[config.mk]
export PLATFORM = sky130hd
export DESIGN_NAME = lcd_serial_core
export DESIGN_NICKNAME = d
export VERILOG_FILES = /design/src/lcd_pkg.sv /design/src/lcd_serial_core.sv
export SDC_FILE = /design/constraint.sdc
export NUM_CORES = 1
export LEC_CHECK = 0
export BUFFER_PORTS_ARGS = -buffer_cell sky130_fd_sc_hd__buf_2
export CAP_MARGIN = 15
export CORE_ASPECT_RATIO = 1.5
export CORE_UTILIZATION = 40
export CTS_CLUSTER_DIAMETER = 50
export CTS_CLUSTER_SIZE = 10
export DETAILED_ROUTE_END_ITERATION = 10
export PLACE_DENSITY = 0.59
export SLEW_MARGIN = 10
export SYNTH_ARGS = -nofsm -noshare
export SYNTH_HDL_FRONTEND = slang
export SYNTH_SLANG_ARGS = --single-unit
export TNS_END_PERCENT = 20
[constraint.sdc]
create_clock -name CLK -period 3.4 [get_ports CLK]
set_input_delay 0.68 -clock CLK [delete_from_list [all_inputs] [get_ports CLK]]
set_output_delay 0.68 -clock CLK [all_outputs]
set_load 0.05 [all_outputs]
[src/lcd_pkg.sv]
package lcd_pkg;
	localparam int RAM_DEPTH = 35;
	localparam int ADDR_W = 6;
	localparam int NIB_W = 4;
	localparam int SEG_N = 35;
	localparam logic [5:0] LAST_ADDR = 6'h22;
	localparam logic [5:0] FIRST_ADDR = 6'h00;
	localparam logic [2:0] BIT_LAST = 3'h7;
	localparam logic [2:0] NIB_MID = 3'h3;
	localparam logic [4:0] ALLPIX_CODE = 5'h1F;
	localparam logic [3:0] OPSET_CODE = 4'hD;
	localparam logic [1:0] PTR_CODE = 2'h0;
	localparam logic [1:0] MODE_CODE = 2'h2;
	localparam int OPSET_RST_BIT = 1;
	localparam int OPSET_MSB_BIT = 2;
	localparam int OPSET_CLK_BIT = 0;
	localparam int MODE_ON_BIT = 3;
	localparam int FORCE_ON_BIT = 1;
	localparam int FORCE_OFF_BIT = 0;

	typedef struct packed {
		logic is_cmd;
		logic [3:0] nib;
		logic last;
		logic [1:0] pad;
	} item_type;

	typedef struct packed {
		logic disp_on;
		logic force_on;
		logic force_off;
		logic addr_msb;
		logic ext_clk;
	} settings_type;
endpackage : lcd_pkg

[src/lcd_serial_core.sv]
`timescale 1ns/1ns
`default_nettype none
module lcd_serial_core (
	input wire logic CLK,
	input wire logic SRST,
	input wire logic SELECT_N,
	input wire logic SERIAL_CLK,
	input wire logic SERIAL_IN,
	output logic [lcd_pkg::SEG_N*lcd_pkg::NIB_W-1:0] PIXELS,
	output logic DISPLAY_ON,
	output logic EXT_CLOCK_SEL,
	output logic [lcd_pkg::ADDR_W-1:0] POINTER
);
	////////////////////////////////////////////////////////////////
	// Input synchronisers; idle levels after reset so no false link edge appears
	localparam logic [2:0] PIN_IDLE = 3'h4;
	logic [2:0] pins;
	logic [2:0] s1_q;
	logic [2:0] s2_q;
	logic [2:0] s3_q;
	logic [2:0] s1_d;
	logic [2:0] s2_d;
	logic [2:0] s3_d;
	assign pins = {SELECT_N, SERIAL_CLK, SERIAL_IN};
	genvar p;
	generate
		for (p = 0; p < 3; p++) begin : g_sync
			always_comb begin
				s1_d[p] = pins[p];
				s2_d[p] = s1_q[p];
				s3_d[p] = s2_q[p];
			end
			always_ff @(posedge CLK) begin
				if (SRST) begin
					s1_q[p] <= PIN_IDLE[p];
					s2_q[p] <= PIN_IDLE[p];
					s3_q[p] <= PIN_IDLE[p];
				end else begin
					s1_q[p] <= s1_d[p];
					s2_q[p] <= s2_d[p];
					s3_q[p] <= s3_d[p];
				end
			end
		end
	endgenerate
	logic sel_n, sck, sd, sck_rise, sck_fall;
	always_comb begin
		sel_n = s2_q[2];
		sck = s2_q[1];
		sd = s2_q[0];
		sck_rise = !sel_n && sck && !s3_q[1];
		sck_fall = !sel_n && !sck && s3_q[1];
	end

	////////////////////////////////////////////////////////////////
	// Shift receiver; emits nibbles into a two-entry buffer
	logic [2:0] cnt_q, cnt_d;
	logic [7:0] sh_q, sh_d;
	logic eighth_q, eighth_d;
	logic in_valid, in_ready;
	lcd_pkg::item_type in_item;
	always_comb begin
		cnt_d = cnt_q;
		sh_d = sh_q;
		eighth_d = eighth_q;
		in_valid = 1'b0;
		in_item = '0;
		if (sel_n) begin
			cnt_d = '0;
			eighth_d = 1'b0;
		end else if (sck_rise) begin
			sh_d = {sh_q[6:0], sd};
			eighth_d = (cnt_q == lcd_pkg::BIT_LAST);
			cnt_d = cnt_q + 3'h1;
		end else if (sck_fall && eighth_q) begin
			// Whole byte at eighth falling edge; commands carry the full byte
			in_valid = 1'b1;
			eighth_d = 1'b0;
			in_item.is_cmd = sh_q[7];
			in_item.nib = sh_q[3:0];
			in_item.pad = sh_q[5:4];
		end
		if (sck_rise && cnt_q == lcd_pkg::NIB_MID) begin
			// Upper nibble of data complete after fourth bit; lower waits for eighth
			in_valid = !sh_q[2];
			in_item.is_cmd = 1'b0;
			in_item.nib = {sh_q[2:0], sd};
			in_item.last = 1'b0;
		end
		if (!in_ready) begin
			in_valid = 1'b0; // Stall drops the nibble; buffer is two deep so rare
		end
	end
	always_ff @(posedge CLK) begin
		if (SRST) begin
			cnt_q <= '0;
			sh_q <= '0;
			eighth_q <= 1'b0;
		end else begin
			cnt_q <= cnt_d;
			sh_q <= sh_d;
			eighth_q <= eighth_d;
		end
	end

	////////////////////////////////////////////////////////////////
	// Two-entry buffer; command bytes need the whole byte so keep it alongside
	logic [7:0] cmd_q [2];
	logic [7:0] cmd_d [2];
	lcd_pkg::item_type buf_q [2];
	lcd_pkg::item_type buf_d [2];
	logic [1:0] fill_q, fill_d;
	logic out_valid, out_ready;
	always_comb begin
		buf_d = buf_q;
		cmd_d = cmd_q;
		fill_d = fill_q;
		in_ready = (fill_q != 2'h2);
		out_valid = (fill_q != 2'h0);
		// Pop first, so a push in the same cycle lands behind the survivor
		if (out_valid && out_ready) begin
			buf_d[0] = buf_q[1];
			cmd_d[0] = cmd_q[1];
			fill_d = fill_d - 2'h1;
		end
		if (in_valid) begin
			buf_d[fill_d[0]] = in_item;
			cmd_d[fill_d[0]] = sh_q;
			fill_d = fill_d + 2'h1;
		end
	end
	always_ff @(posedge CLK) begin
		if (SRST) begin
			buf_q <= '{default: '0};
			cmd_q <= '{default: '0};
			fill_q <= '0;
		end else begin
			buf_q <= buf_d;
			cmd_q <= cmd_d;
			fill_q <= fill_d;
		end
	end

	////////////////////////////////////////////////////////////////
	// Interpreter
	typedef enum logic [5:0] {
		KIND_DATA = 6'h01,
		KIND_ALLPIX = 6'h02,
		KIND_OPSET = 6'h04,
		KIND_PTR = 6'h08,
		KIND_MODE = 6'h10,
		KIND_IGNORE = 6'h20
	} kind_type;
	logic [lcd_pkg::NIB_W-1:0] ram_q [lcd_pkg::RAM_DEPTH];
	logic [lcd_pkg::NIB_W-1:0] ram_d [lcd_pkg::RAM_DEPTH];
	logic [lcd_pkg::ADDR_W-1:0] ptr_q;
	logic [lcd_pkg::ADDR_W-1:0] ptr_d;
	lcd_pkg::settings_type set_q;
	lcd_pkg::settings_type set_d;
	logic [7:0] c;
	kind_type kind;
	// All-pixel and setup share the 11 prefix, so the longer code is tested first
	always_comb begin
		c = cmd_q[0];
		if (!buf_q[0].is_cmd) begin
			kind = KIND_DATA;
		end else if (c[6:2] == lcd_pkg::ALLPIX_CODE) begin
			kind = KIND_ALLPIX;
		end else if (c[6:3] == lcd_pkg::OPSET_CODE) begin
			kind = KIND_OPSET;
		end else if (c[6:5] == lcd_pkg::PTR_CODE) begin
			kind = KIND_PTR;
		end else if (c[6:5] == lcd_pkg::MODE_CODE) begin
			kind = KIND_MODE;
		end else begin
			// Waveform, bias and blink settings are not kept by this block
			kind = KIND_IGNORE;
		end
	end
	always_comb begin
		ram_d = ram_q;
		ptr_d = ptr_q;
		set_d = set_q;
		out_ready = 1'b1;
		if (out_valid) begin
			unique case (kind)
				KIND_DATA: begin
					// Writes to locations at or past RAM_DEPTH are dropped
					if (ptr_q < lcd_pkg::RAM_DEPTH) begin
						ram_d[ptr_q] = buf_q[0].nib;
					end
					if (ptr_q >= lcd_pkg::LAST_ADDR) begin
						ptr_d = lcd_pkg::FIRST_ADDR;
					end else begin
						ptr_d = ptr_q + 6'h01;
					end
				end
				KIND_ALLPIX: begin
					set_d.force_on = c[lcd_pkg::FORCE_ON_BIT];
					set_d.force_off = c[lcd_pkg::FORCE_OFF_BIT];
				end
				KIND_OPSET: begin
					if (c[lcd_pkg::OPSET_RST_BIT]) begin
						// Pointer and settings go back; the array keeps its words
						set_d = '0;
						ptr_d = lcd_pkg::FIRST_ADDR;
					end else begin
						set_d.addr_msb = c[lcd_pkg::OPSET_MSB_BIT];
						set_d.ext_clk = c[lcd_pkg::OPSET_CLK_BIT];
					end
				end
				KIND_PTR: begin
					ptr_d = {set_q.addr_msb, c[4:0]};
				end
				KIND_MODE: begin
					set_d.disp_on = c[lcd_pkg::MODE_ON_BIT];
				end
				KIND_IGNORE: begin
				end
			endcase
		end
	end
	always_ff @(posedge CLK) begin
		if (SRST) begin
			ptr_q <= '0;
			set_q <= '0;
		end else begin
			ptr_q <= ptr_d;
			set_q <= set_d;
		end
		ram_q <= ram_d; // RAM has no reset, like the real array
	end

	////////////////////////////////////////////////////////////////
	// Outputs
	logic [lcd_pkg::SEG_N*lcd_pkg::NIB_W-1:0] pix_d;
	genvar g;
	generate
		for (g = 0; g < lcd_pkg::SEG_N; g++) begin : g_seg
			always_comb begin
				if (!set_q.disp_on || set_q.force_off) begin
					pix_d[g*lcd_pkg::NIB_W +: lcd_pkg::NIB_W] = '0;
				end else if (set_q.force_on) begin
					pix_d[g*lcd_pkg::NIB_W +: lcd_pkg::NIB_W] = '1;
				end else begin
					pix_d[g*lcd_pkg::NIB_W +: lcd_pkg::NIB_W] = ram_q[g];
				end
			end
		end
	endgenerate
	logic out_on_d;
	logic out_ext_d;
	logic [lcd_pkg::ADDR_W-1:0] out_ptr_d;
	// Status follows the settings one cycle late, in step with the pixels
	always_comb begin
		out_on_d = set_q.disp_on;
		out_ext_d = set_q.ext_clk;
		out_ptr_d = ptr_q;
	end
	always_ff @(posedge CLK) begin
		if (SRST) begin
			PIXELS <= '0;
			DISPLAY_ON <= 1'b0;
			EXT_CLOCK_SEL <= 1'b0;
			POINTER <= '0;
		end else begin
			PIXELS <= pix_d;
			DISPLAY_ON <= out_on_d;
			EXT_CLOCK_SEL <= out_ext_d;
			POINTER <= out_ptr_d;
		end
	end
endmodule : lcd_serial_core
`default_nettype wire

==> key figures, run 1 <==
Run status
  – Status: finished, violations left
  – Failing checks: design-rule violations

Worst setup path
  – Crit path required time: 3.60 ns
  – CP Capture Type: flop
  – FF-to-FF Start: out_ptr_d[1]$_SDFFE_PP0P_
  – CP cell instances: ha_1 > or4_4 > a211oi_2 > nand4b_1 > nor2_1
  – Crit Path Max Fanout: 11
  – Crit-path slowest cell: or4_4
  – Worst flop-to-flop path endpoint: ram_q[51]$_DFFE_PP_
  – Arrival @ worst endpoint: 2.78 ns
  – Reg2reg path depth: 5
  – Worst R2R Setup Slack: 0.82 ns
  – Setup crit start kind: flop
  – Largest stage delay, worst path: 0.43 ns
  – Top cell family by delay on the critical path: simple AND/OR/NAND/NOR gates
  – Critical path type: flop to flop
  – Buf+Inv Stages, Crit Path: 0

Synthesis
  – Largest cells by area after synthesis: edfxtp_1 (38%), dfxtp_1 (37%), nor2_1 (11%)
  – Ys async rst share: 0%
  – Synth Area per Inst: 11.8 um2
  – Distinct cells, synth: 48
  – Post-synth top cells: nor2_1 (342), dfxtp_1 (204), edfxtp_1 (140), clkbuf_1 (48), nand2_1 (28)
  – Post-Syn Area: 11,200 um2
  – Most frequent cell after synthesis: nor2_1
  – Post-synth top area cell: edfxtp_1
  – Most used DFF post-synth: dfxtp_1
  – XOR/XNOR Fraction of Synth Area: 0.157%
  – Synth Area in Compound Gates: 3.57%
  – Top cell type's share of synthesized area: 37.6%
  – Post-synth EDFFs: 140
  – Sequential-to-total area share from yosys stat: 74.2%
  – Post-Synthesis Cells: 943
  – Largest family of logic cells by synthesized area: simple AND/OR/NAND/NOR gates
  – Adder and majority cell fraction of the synthesized area: 0.672%
  – Mux cell area share after synthesis: 1.89%
  – #FFs+latches synth: 344
  – Simple-gate share of the synthesized area: 17.0%
  – Yosys warnings: 0
  – Mapped Nets: 954

Die
  – Chip width: 138 um
  – Die area: 28,600 um2
  – Io pins: 153
  – # rows: 74
  – Initial Util: 40.9%
  – Die height: 207 um
  – Core Area: 27,300 um2

Global route
  – First-pass GRT wire length: 37.1 mm
  – Gr usage total: 16.6%
  – Antenna violations before repair: 0
  – Vias in the first global route: 6,897
  – Total global routing overflow: 0
  – Largest net degree at the start of global routing: 92

Pwr
  – P_leak: 5.44 nW
  – Peak supply drop: 410 uV
  – PwrDens: 603 nW/um2
  – Power Total: 8.06 mW

STA
  – Tmin final: 2.58 ns
  – Unrepaired setup endpoints after global routing: false
  – Slew @ Worst Pin: 0.955 ns
  – Max Fclk: 0.387 GHz
  – Worst setup margin: 0.817 ns
  – # setup viols final: 0
  – Setup TNS: 0 ns
  – Final Hold Viols: 0
  – Slew Viols, Final: 0
  – Post-route clock skew: 0.0138 ns
  – Fin Hold WS: 0.348 ns
  – Worst rel slew slack: 36.3%
  – Crit share post-route: 76.0%

Clocking
  – Post-CTS Setup Bufs: 0
  – # hold bufs at CTS: 0
  – CTS Buf Count: 40
  – Root Buffer: clkbuf_16
  – Max clock buf depth: 3
  – Worst-Skew Late Latency: 0.53 ns
  – Clk slew on worst S/H paths: 0.05 ns
  – Post-CTS sizing: 0
  – Clock sinks: 344
  – CTS tree: yes
  – H-tree levels: 2

Cells and area
  – Antenna Cells: 0
  – Post-route cell area: 13,400 um2
  – Final #Nets: 1,099
  – Share of layout cells above drive strength 1: 20.2%
  – Synth-to-Final Area Change: 19.8%

Detailed routing
  – Met3 wire length: 1.08 mm
  – Antenna Nets Post-Route: 0
  – Drt via density: 4.78
  – Avg WL per Cell: 16.0 um
  – Max layer used: met4
  – Wl on met1: 9.65 mm
  – DRT Pass-1 Iters: 8
  – Metal2 WL: 11.9 mm
  – DRT iter0 DRCs: 442
  – Overall routed net length: 23.3 mm
  – # DRC: 36
  – Via count: 6,971

Flow run
  – Max-capacitance violation count: 0

Place
  – GPL Wtd Cong: 0.806
  – Port-buffer cells: 152
  – Area after DPL: 12,200 um2
  – Pre-CTS WS: 0.832 ns
  – Hpwl dp: 15.0 mm

Min path
  – Hold depth: 2
  – Worst min-delay path class: input pin to flop
  – WHS Endpoint: s1_q[2]$_SDFF_PP1_
  – Hold Startpoint: SELECT_N
## registers in the layout (all words and copies together), names as in the netlist, 2 cells and up
register,count
PIXELS,140
ram_q,140
buf_q,10
sh_q,8
c,7
cmd_q,7
POINTER,6
out_ptr_d,6
cnt_q,3
s1_q,3
set_q,3
fill_q,2
## placed cells by master, fill, tap and decap left out, drive strengths merged, types with 3 or more instances in the layout
master  count
nor2      342
dfxtp     204
buf       165
edfxtp    140
clkbuf     67
nand2      29
mux2i      20
nor3       17
a21oi      13
nor2b      12
a311oi     11
nand3       8
inv         8
nand2b      8
nand4       6
o21ai       6
a32oi       6
ha          6
a22o        4
or2         4
a211oi      4
or3b        3
nand3b      3
o221ai      3
nor3b       3
## worst reg2reg max path, delay by kind of cell, from the launching register on
kind,cells,cell delay [ns]
fa+ha+maj,1,0.28
compound gates,1,0.36
simple gates,3,1.20
flops,1,0.42
## final cells by class
| class | count | area (um2) |
|---|---|---|
| fill | 2438 | 13900 |
| sequential | 344 | 8290 |
| multi-input combinational | 530 | 2610 |
| clock buffer | 67 | 1100 |
| timing repair buffer | 165 | 883 |
| tap | 342 | 428 |
| clock inverter | 3 | 32.5 |
| inverter | 7 | 26.3 |
## power breakdown
| group | switching (mW) | internal [mW] | total (mW) |
|---|---|---|---|
| clock network | 1.53 | 2.20 | 3.73 |
| logic | 0.0347 | 0.0174 | 0.0520 |
| registers | 0.0101 | 4.27 | 4.28 |
| total | 1.58 | 6.49 | 8.06 |
## cells by family after synthesis
family	count (synthesis)
buffers and inverters	69
xor gates and xnor gates	2
and+or+nand+nor	448
adders and majority gates	6
muxes	21
DFF	344
AOI/OAI and AO/OA	53
## worst max path at each step
| stage | start | to | slack [ns] | cells past startpoint |
|---|---|---|---|---|
| 6_report | out_ptr_d[1]$_SDFFE_PP0P_ | ram_q[51]$_DFFE_PP_ | 0.82 | 5 |
| 5_1_grt | out_ptr_d[1]$_SDFFE_PP0P_ | ram_q[18]$_DFFE_PP_ | 0.66 | 5 |
| 4_1_cts | out_ptr_d[1]$_SDFFE_PP0P_ | ram_q[18]$_DFFE_PP_ | 0.79 | 5 |
| 3_5_place_dp | out_ptr_d[1]$_SDFFE_PP0P_ | ram_q[18]$_DFFE_PP_ | 0.83 | 5 |
| 3_3_place_gp | out_ptr_d[1]$_SDFFE_PP0P_ | ram_q[50]$_DFFE_PP_ | 0.92 | 5 |
| 2_1_floorplan | cnt_q[0]$_SDFFE_PP0P_ | buf_q[4]$_SDFFE_PP0P_ | 0.82 | 12 |
## metrics by stage
step	util, %	instances
floorplan	-	943
global placement	44.8	1388
detailed placement	44.8	1388
CTS	49.0	1458
global route	49.0	1458
finish	49.0	1458
## routing by layer
metal  GRT usage, %  up-vias
met5              0        -
met4           7.22        0
met3           3.41       35
met2           29.7      172
met1           19.2     3315
li1               -     3449
No activity file was read; power rests on OpenSTA's default activity.
==> run 2: changes to the inputs <==
Settings changed: PLACE_DENSITY 0.59 to 0.61.
Clock period 3.4 ns to 2.15 ns, I/O delays scaled along.
==> key figures, run 2 (synthesis results as in run 1) <==
Run status
  – Status: finished, violations left
  – Failing checks: design-rule violations

Die
  – Chip width: 138 um (unchanged)
  – Initial Util: 40.9% (unchanged)
  – # rows: 74 (unchanged)
  – Io pins: 153 (unchanged)
  – Die area: 28,600 um2 (unchanged)
  – Core Area: 27,300 um2 (unchanged)
  – Die height: 207 um (unchanged)

STA
  – Tmin final: 2.11 ns (-0.468 ns)
  – Fin Hold WS: 0.0918 ns (-0.257 ns)
  – Slew Viols, Final: 0 (unchanged)
  – Setup TNS: 0 ns (unchanged)
  – Crit share post-route: 98.4% (+22 points)
  – Max Fclk: 0.473 GHz (+22%)
  – Slew @ Worst Pin: 0.756 ns (-0.199 ns)
  – Post-route clock skew: 0.0124 ns (-0.00140 ns)
  – # setup viols final: 0 (unchanged)
  – Final Hold Viols: 0 (unchanged)
  – Worst setup margin: 0.0351 ns (-0.782 ns)
  – Worst rel slew slack: 49.4% (+13 points)
  – Unrepaired setup endpoints after global routing: true

Cells and area
  – Most frequent cells in the layout: nor2_1 (312), dfxtp_1 (201), buf_2 (152)
  – Core Util, Final: 50.7% (+1.8 points)
  – Final Non-Filler Cells: 1,488 (+2.1%)
  – Antenna Cells: 0 (unchanged)
  – Share of layout cells above drive strength 1: 26.0% (+5.8 points)
  – Registers with the most flip-flops: PIXELS (140), ram_q (140), buf_q (10)
  – Synth-to-Final Area Change: 24.1%
  – Final #Nets: 1,129 (+2.7%)
  – Commonest non-fill, non-tap cell in the layout: nor2_1

Place
  – GPL Wtd Cong: 0.787 (-2.3%)
  – Placed cells: 1,417 (+2.1%)
  – Port-buffer cells: 152 (unchanged)
  – Hpwl dp: 15.2 mm (+1.5%)
  – Pre-CTS WS: -0.0705 ns (-0.903 ns)

Pwr
  – P_leak: 5.64 nW (+3.5%)
  – Peak supply drop: 532 uV (+30%)
  – PwrDens: 939 nW/um2 (+56%)

Detailed routing
  – Antenna Nets Post-Route: 0 (unchanged)
  – DRT iter0 DRCs: 369 (-17%)
  – Drt via density: 4.68 (-2.2%)
  – Avg WL per Cell: 15.5 um (-2.9%)
  – DRT Pass-1 Iters: 7 (-1)
  – # DRC: 40 (+11%)
  – Via count: 6,957 (-0.20%)
  – Overall routed net length: 23.1 mm (-0.88%)

Worst setup path
  – Crit-path slowest cell: or4_4
  – Critical path type: flop to flop
  – CP Capture Type: flop
  – Crit path required time: 2.37 ns (-1.23 ns)
  – Top cell family by delay on the critical path: simple AND/OR/NAND/NOR gates
  – FF-to-FF Start: out_ptr_d[0]$_SDFFE_PP0P_
  – Buf+Inv Stages, Crit Path: 1 (+1)
  – Largest stage delay, worst path: 0.44 ns (about the same)
  – Reg2reg path depth: 6 (+1)
  – Setup crit start kind: flop
  – Worst R2R Setup Slack: 0.04 ns (-0.78 ns)
  – Crit Path Max Fanout: 4 (-7)
  – Arrival @ worst endpoint: 2.33 ns (-0.45 ns)
  – CP cell instances: ha_2 > or4_4 > a211oi_4 > nand3_2 > buf_4 > nor2_2
  – Worst flop-to-flop path endpoint: ram_q[0]$_DFFE_PP_

Flow run
  – Max-capacitance violation count: 0 (unchanged)

Clocking
  – Post-CTS Setup Bufs: 0 (unchanged)
  – Root Buffer: clkbuf_16
  – Clock sinks: 344 (unchanged)
  – H-tree levels: 2 (unchanged)
  – Worst-Skew Late Latency: 0.52 ns (about the same)
  – Clk slew on worst S/H paths: 0.05 ns (about the same)
  – CTS tree: yes
  – CTS Buf Count: 41 (+2.5%)
  – Max clock buf depth: 3 (unchanged)

Min path
  – WHS Endpoint: s1_q[2]$_SDFF_PP1_
  – Hold depth: 2 (unchanged)
  – Worst min-delay path class: input pin to flop
  – Hold Startpoint: SELECT_N

Global route
  – Total global routing overflow: 0 (unchanged)
  – Gr usage total: 16.3% (-0.29 points)
  – Vias in the first global route: 6,895 (-0.029%)
  – First-pass GRT wire length: 35.9 mm (-3.0%)
  – Antenna violations before repair: 0 (unchanged)
  – Largest net degree at the start of global routing: 63 (-32%)
==> run 2: changes by cell type in the layout (fill, tap and decap cells not counted), moves of 6 or more <==
cell	delta
nor2_2	+24
buf_4	+25
nor2_1	-30
nor2_4	+6
==> run 2: cell type report <==
cell class	count	area, um2
Clock buffer	68	1180
Clock inverter	3	26.3
Fill cell	2375	13500
Inverter	7	26.3
Multi-Input combinational cell	530	2760
Sequential cell	344	8290
Tap cell	342	428
Timing Repair Buffer	194	1140
==> run 2: worst max path at each step <==
stage | startpoint | endpoint | slack (ns) | cells past startpoint
after floorplan | cnt_q[1]$_SDFFE_PP0P_ | buf_q[4]$_SDFFE_PP0P_ | 0.006 | 12
final | out_ptr_d[0]$_SDFFE_PP0P_ | ram_q[0]$_DFFE_PP_ | 0.04 | 6
after global placement | out_ptr_d[0]$_SDFFE_PP0P_ | ram_q[34]$_DFFE_PP_ | -0.05 | 6
after CTS | out_ptr_d[0]$_SDFFE_PP0P_ | ram_q[46]$_DFFE_PP_ | -0.03 | 5
after detailed placement | out_ptr_d[0]$_SDFFE_PP0P_ | ram_q[131]$_DFFE_PP_ | -0.07 | 6
after global routing | out_ptr_d[0]$_SDFFE_PP0P_ | out_ptr_d[1]$_SDFFE_PP0P_ | -0.07 | 7
==> run 2: what timing repair did <==
| item | in CTS | in global routing |
|---|---|---|
| setup endpoints to repair | 94 | 150 |
| hold buffers | 0 | 0 |
| pin swaps | 0 | 3 |
| resized for setup | 17 | 27 |
==> run 2: layer usage <==
metal	global-route usage [%]	wire length (um)	vias to the layer above
li1	-	-	3502
met1	17.8	9310	3218
met2	29.6	11900	180
met3	3.64	1160	57
met4	8.71	716	0
met5	0	0	-
==> run 2: power by group <==
group	leakage [nW]	total, mW	switching (mW)	internal, mW
combinational	2.12	0.109	0.0742	0.0349
clock	0.579	6.14	2.41	3.72
sequential	2.94	6.76	0.00643	6.75
==> run 2: stage by stage <==
stage	power, mW	instance area [um2]
2_1_floorplan	6.97	11200
3_3_place_gp	6.99	12500
3_5_place_dp	6.99	12500
4_1_cts	13.1	13800
5_1_grt	13.4	13900
6_report	13.0	13900
==> run 3: changes to the inputs <==
Settings changed: MAX_ROUTING_LAYER from default to met4.
==> key figures, run 3 (synthesis results as in run 1) <==
Run status
  – Status: finished, violations left
  – Failing checks: design-rule violations

Global route
  – Gr usage total: 16.8% (+0.50 points)
  – Met3 GRT Util: 3.62% (-0.023 points)
  – Largest net degree at the start of global routing: 63 (unchanged)
  – First-pass GRT wire length: 35.9 mm (unchanged)
  – Met1 usage: 17.8% (about the same)
  – Most Used Layer, Global Route: met2
  – Vias in the first global route: 6,898 (+0.044%)
  – Antenna violations before repair: 0 (unchanged)
  – Grt met2 use: 29.6% (about the same)
  – Total global routing overflow: 0 (unchanged)

Worst setup path
  – FF-to-FF Start: out_ptr_d[0]$_SDFFE_PP0P_
  – Critical path type: flop to flop
  – Setup crit start kind: flop
  – CP cell instances: ha_1 > or4_4 > a211oi_4 > nand4b_1 > buf_6 > nor2_1 > buf_4
  – Arrival @ worst endpoint: 2.39 ns (+0.06 ns)
  – CP Capture Type: flop
  – CP startpoint: out_ptr_d[0]$_SDFFE_PP0P_
  – Reg2reg path depth: 7 (+1)
  – Crit-path slowest cell: or4_4
  – Crit Path Max Fanout: 4 (unchanged)
  – Crit path required time: 2.39 ns (+0.02 ns)
  – Largest stage delay, worst path: 0.45 ns (about the same)

STA
  – Tmin final: 2.15 ns (+0.0344 ns)
  – Fin Hold WS: 0.0945 ns (+0.00264 ns)
  – Worst setup margin: 0.000704 ns (-0.0344 ns)
  – Post-route clock skew: 0.0122 ns (-0.000153 ns)
  – Worst rel slew slack: 43.8% (-5.7 points)
  – Unrepaired setup endpoints after global routing: true
  – Max Fclk: 0.465 GHz (-1.6%)
  – # setup viols final: 0 (unchanged)
  – Final Hold Viols: 0 (unchanged)
  – Slew Viols, Final: 0 (unchanged)
  – Crit share post-route: 100% (+1.6 points)
  – Slew @ Worst Pin: 0.841 ns (+0.0846 ns)

Die
  – # rows: 74 (unchanged)
  – Chip width: 138 um (unchanged)
  – Io pins: 153 (unchanged)
  – Core Area: 27,300 um2 (unchanged)
  – Initial Util: 40.9% (unchanged)
  – Die height: 207 um (unchanged)
  – Die area: 28,600 um2 (unchanged)

Pwr
  – Peak supply drop: 532 uV (about the same)
  – Power Total: 13.0 mW (about the same)
  – P_leak: 5.64 nW (about the same)
  – PwrDens: 938 nW/um2 (-0.12%)

Clocking
  – CTS Buf Count: 41 (unchanged)
  – Max clock buf depth: 3 (unchanged)
  – Root Buffer: clkbuf_16
  – Worst-Skew Late Latency: 0.52 ns (about the same)
  – Clock sinks: 344 (unchanged)
  – Clk slew on worst S/H paths: 0.05 ns (about the same)
  – Post-CTS Setup Bufs: 0 (unchanged)
  – CTS tree: yes
  – H-tree levels: 2 (unchanged)
  – # hold bufs at CTS: 0 (unchanged)

Cells and area
  – FF/Latch Area: 8290 um2 (unchanged)
  – Commonest non-fill, non-tap cell in the layout: nor2_1
  – Most frequent cells in the layout: nor2_1 (313), dfxtp_1 (201), buf_2 (152)
  – Registers with the most flip-flops: PIXELS (140), ram_q (140), buf_q (10)
  – Final Non-Filler Cells: 1,488 (unchanged)
  – Antenna Cells: 0 (unchanged)
  – Multi-input logic area: 2770 um2 (+0.54%)
  – Core Util, Final: 50.8% (+0.055 points)
  – Share of layout cells above drive strength 1: 25.8% (-0.17 points)
  – Final #Nets: 1,129 (unchanged)
  – Fillers: 2,372 (-0.13%)
  – Synth-to-Final Area Change: 24.2%

Detailed routing
  – DRT iter0 DRCs: 390 (+5.7%)
  – Drt via density: 4.69 (+0.24%)
  – Via count: 6,974 (+0.24%)
  – DRT Pass-1 Iters: 8 (+1)
  – Avg WL per Cell: 15.5 um (-0.15%)
  – Antenna Nets Post-Route: 0 (unchanged)
  – Overall routed net length: 23.1 mm (-0.15%)
  – # DRC: 40 (unchanged)

Place
  – Pre-CTS WS: -0.0705 ns (unchanged)
  – Port-buffer cells: 152 (unchanged)
  – Hpwl dp: 15.2 mm (unchanged)
  – Placed cells: 1,417 (unchanged)
  – GPL Wtd Cong: 0.798 (+1.4%)

Min path
  – Worst min-delay path class: input pin to flop
  – Hold Startpoint: SELECT_N
  – Hold depth: 2 (unchanged)

Flow run
  – Max-capacitance violation count: 0 (unchanged)
## run 3: cell count changes in the layout (fill, tap and decap cells not counted)
cell	before	now
nor2_2	24	19
nor2_4	6	10
ha_2	2	1
nor2_1	312	313
ha_1	3	4
## run 3: path summary, 6_finish.rpt
kind / slack (ns) / to
hold reg to reg: 0.41 / sel_n$_SDFF_PP1_
hold / removal: 0.09 / s1_q[2]$_SDFF_PP1_
setup / recovery: 0.0007 / ram_q[51]$_DFFE_PP_
setup reg to reg: 0.0007 / ram_q[51]$_DFFE_PP_
## run 3: through the flow
step | TNS [ns] | cell area (um2)
2_1_floorplan | 0 | 11200
3_3_place_gp | -1.02 | 12500
3_5_place_dp | -2.64 | 12500
4_1_cts | -0.786 | 13800
5_1_grt | -1.89 | 13900
6_report | 0 | 13900
## run 3: power by group
part,internal (mW),total [mW],switching (mW)
logic,0.0349,0.109,0.0739
registers,6.75,6.76,0.00631
clock network,3.72,6.14,2.41
total,10.5,13.0,2.49
## run 3: per-layer routing
layer,share of wire [%],up-vias,wire [um]
met5,0,-,0
met4,3.0,0,699
met3,5.1,55,1180
met2,52,173,12000
met1,40,3241,9180
li1,-,3505,-
## run 3: final cells by class
type                    instances  area share (%)
clock inverters                 3           0.189
flip-flops and latches        344            59.8
well taps                     342            3.08
repair buffers                194            8.24
multi-input cells             530            20.0
clock buffers                  68            8.51
inverters                       7           0.189
## run 3: timing repair
item,CTS,global route
pin swaps,0,4
resized for setup,17,29
setup endpoints to repair,94,150
## run 3: critical path, delay by kind of cell, from the launching register on
family / cells / cell delay, ns
AOI/OAI and AO/OA: 1 / 0.33
adders and majority gates: 1 / 0.20
buffers and inverters: 2 / 0.31
DFF: 1 / 0.31
and+or+nand+nor: 3 / 0.71
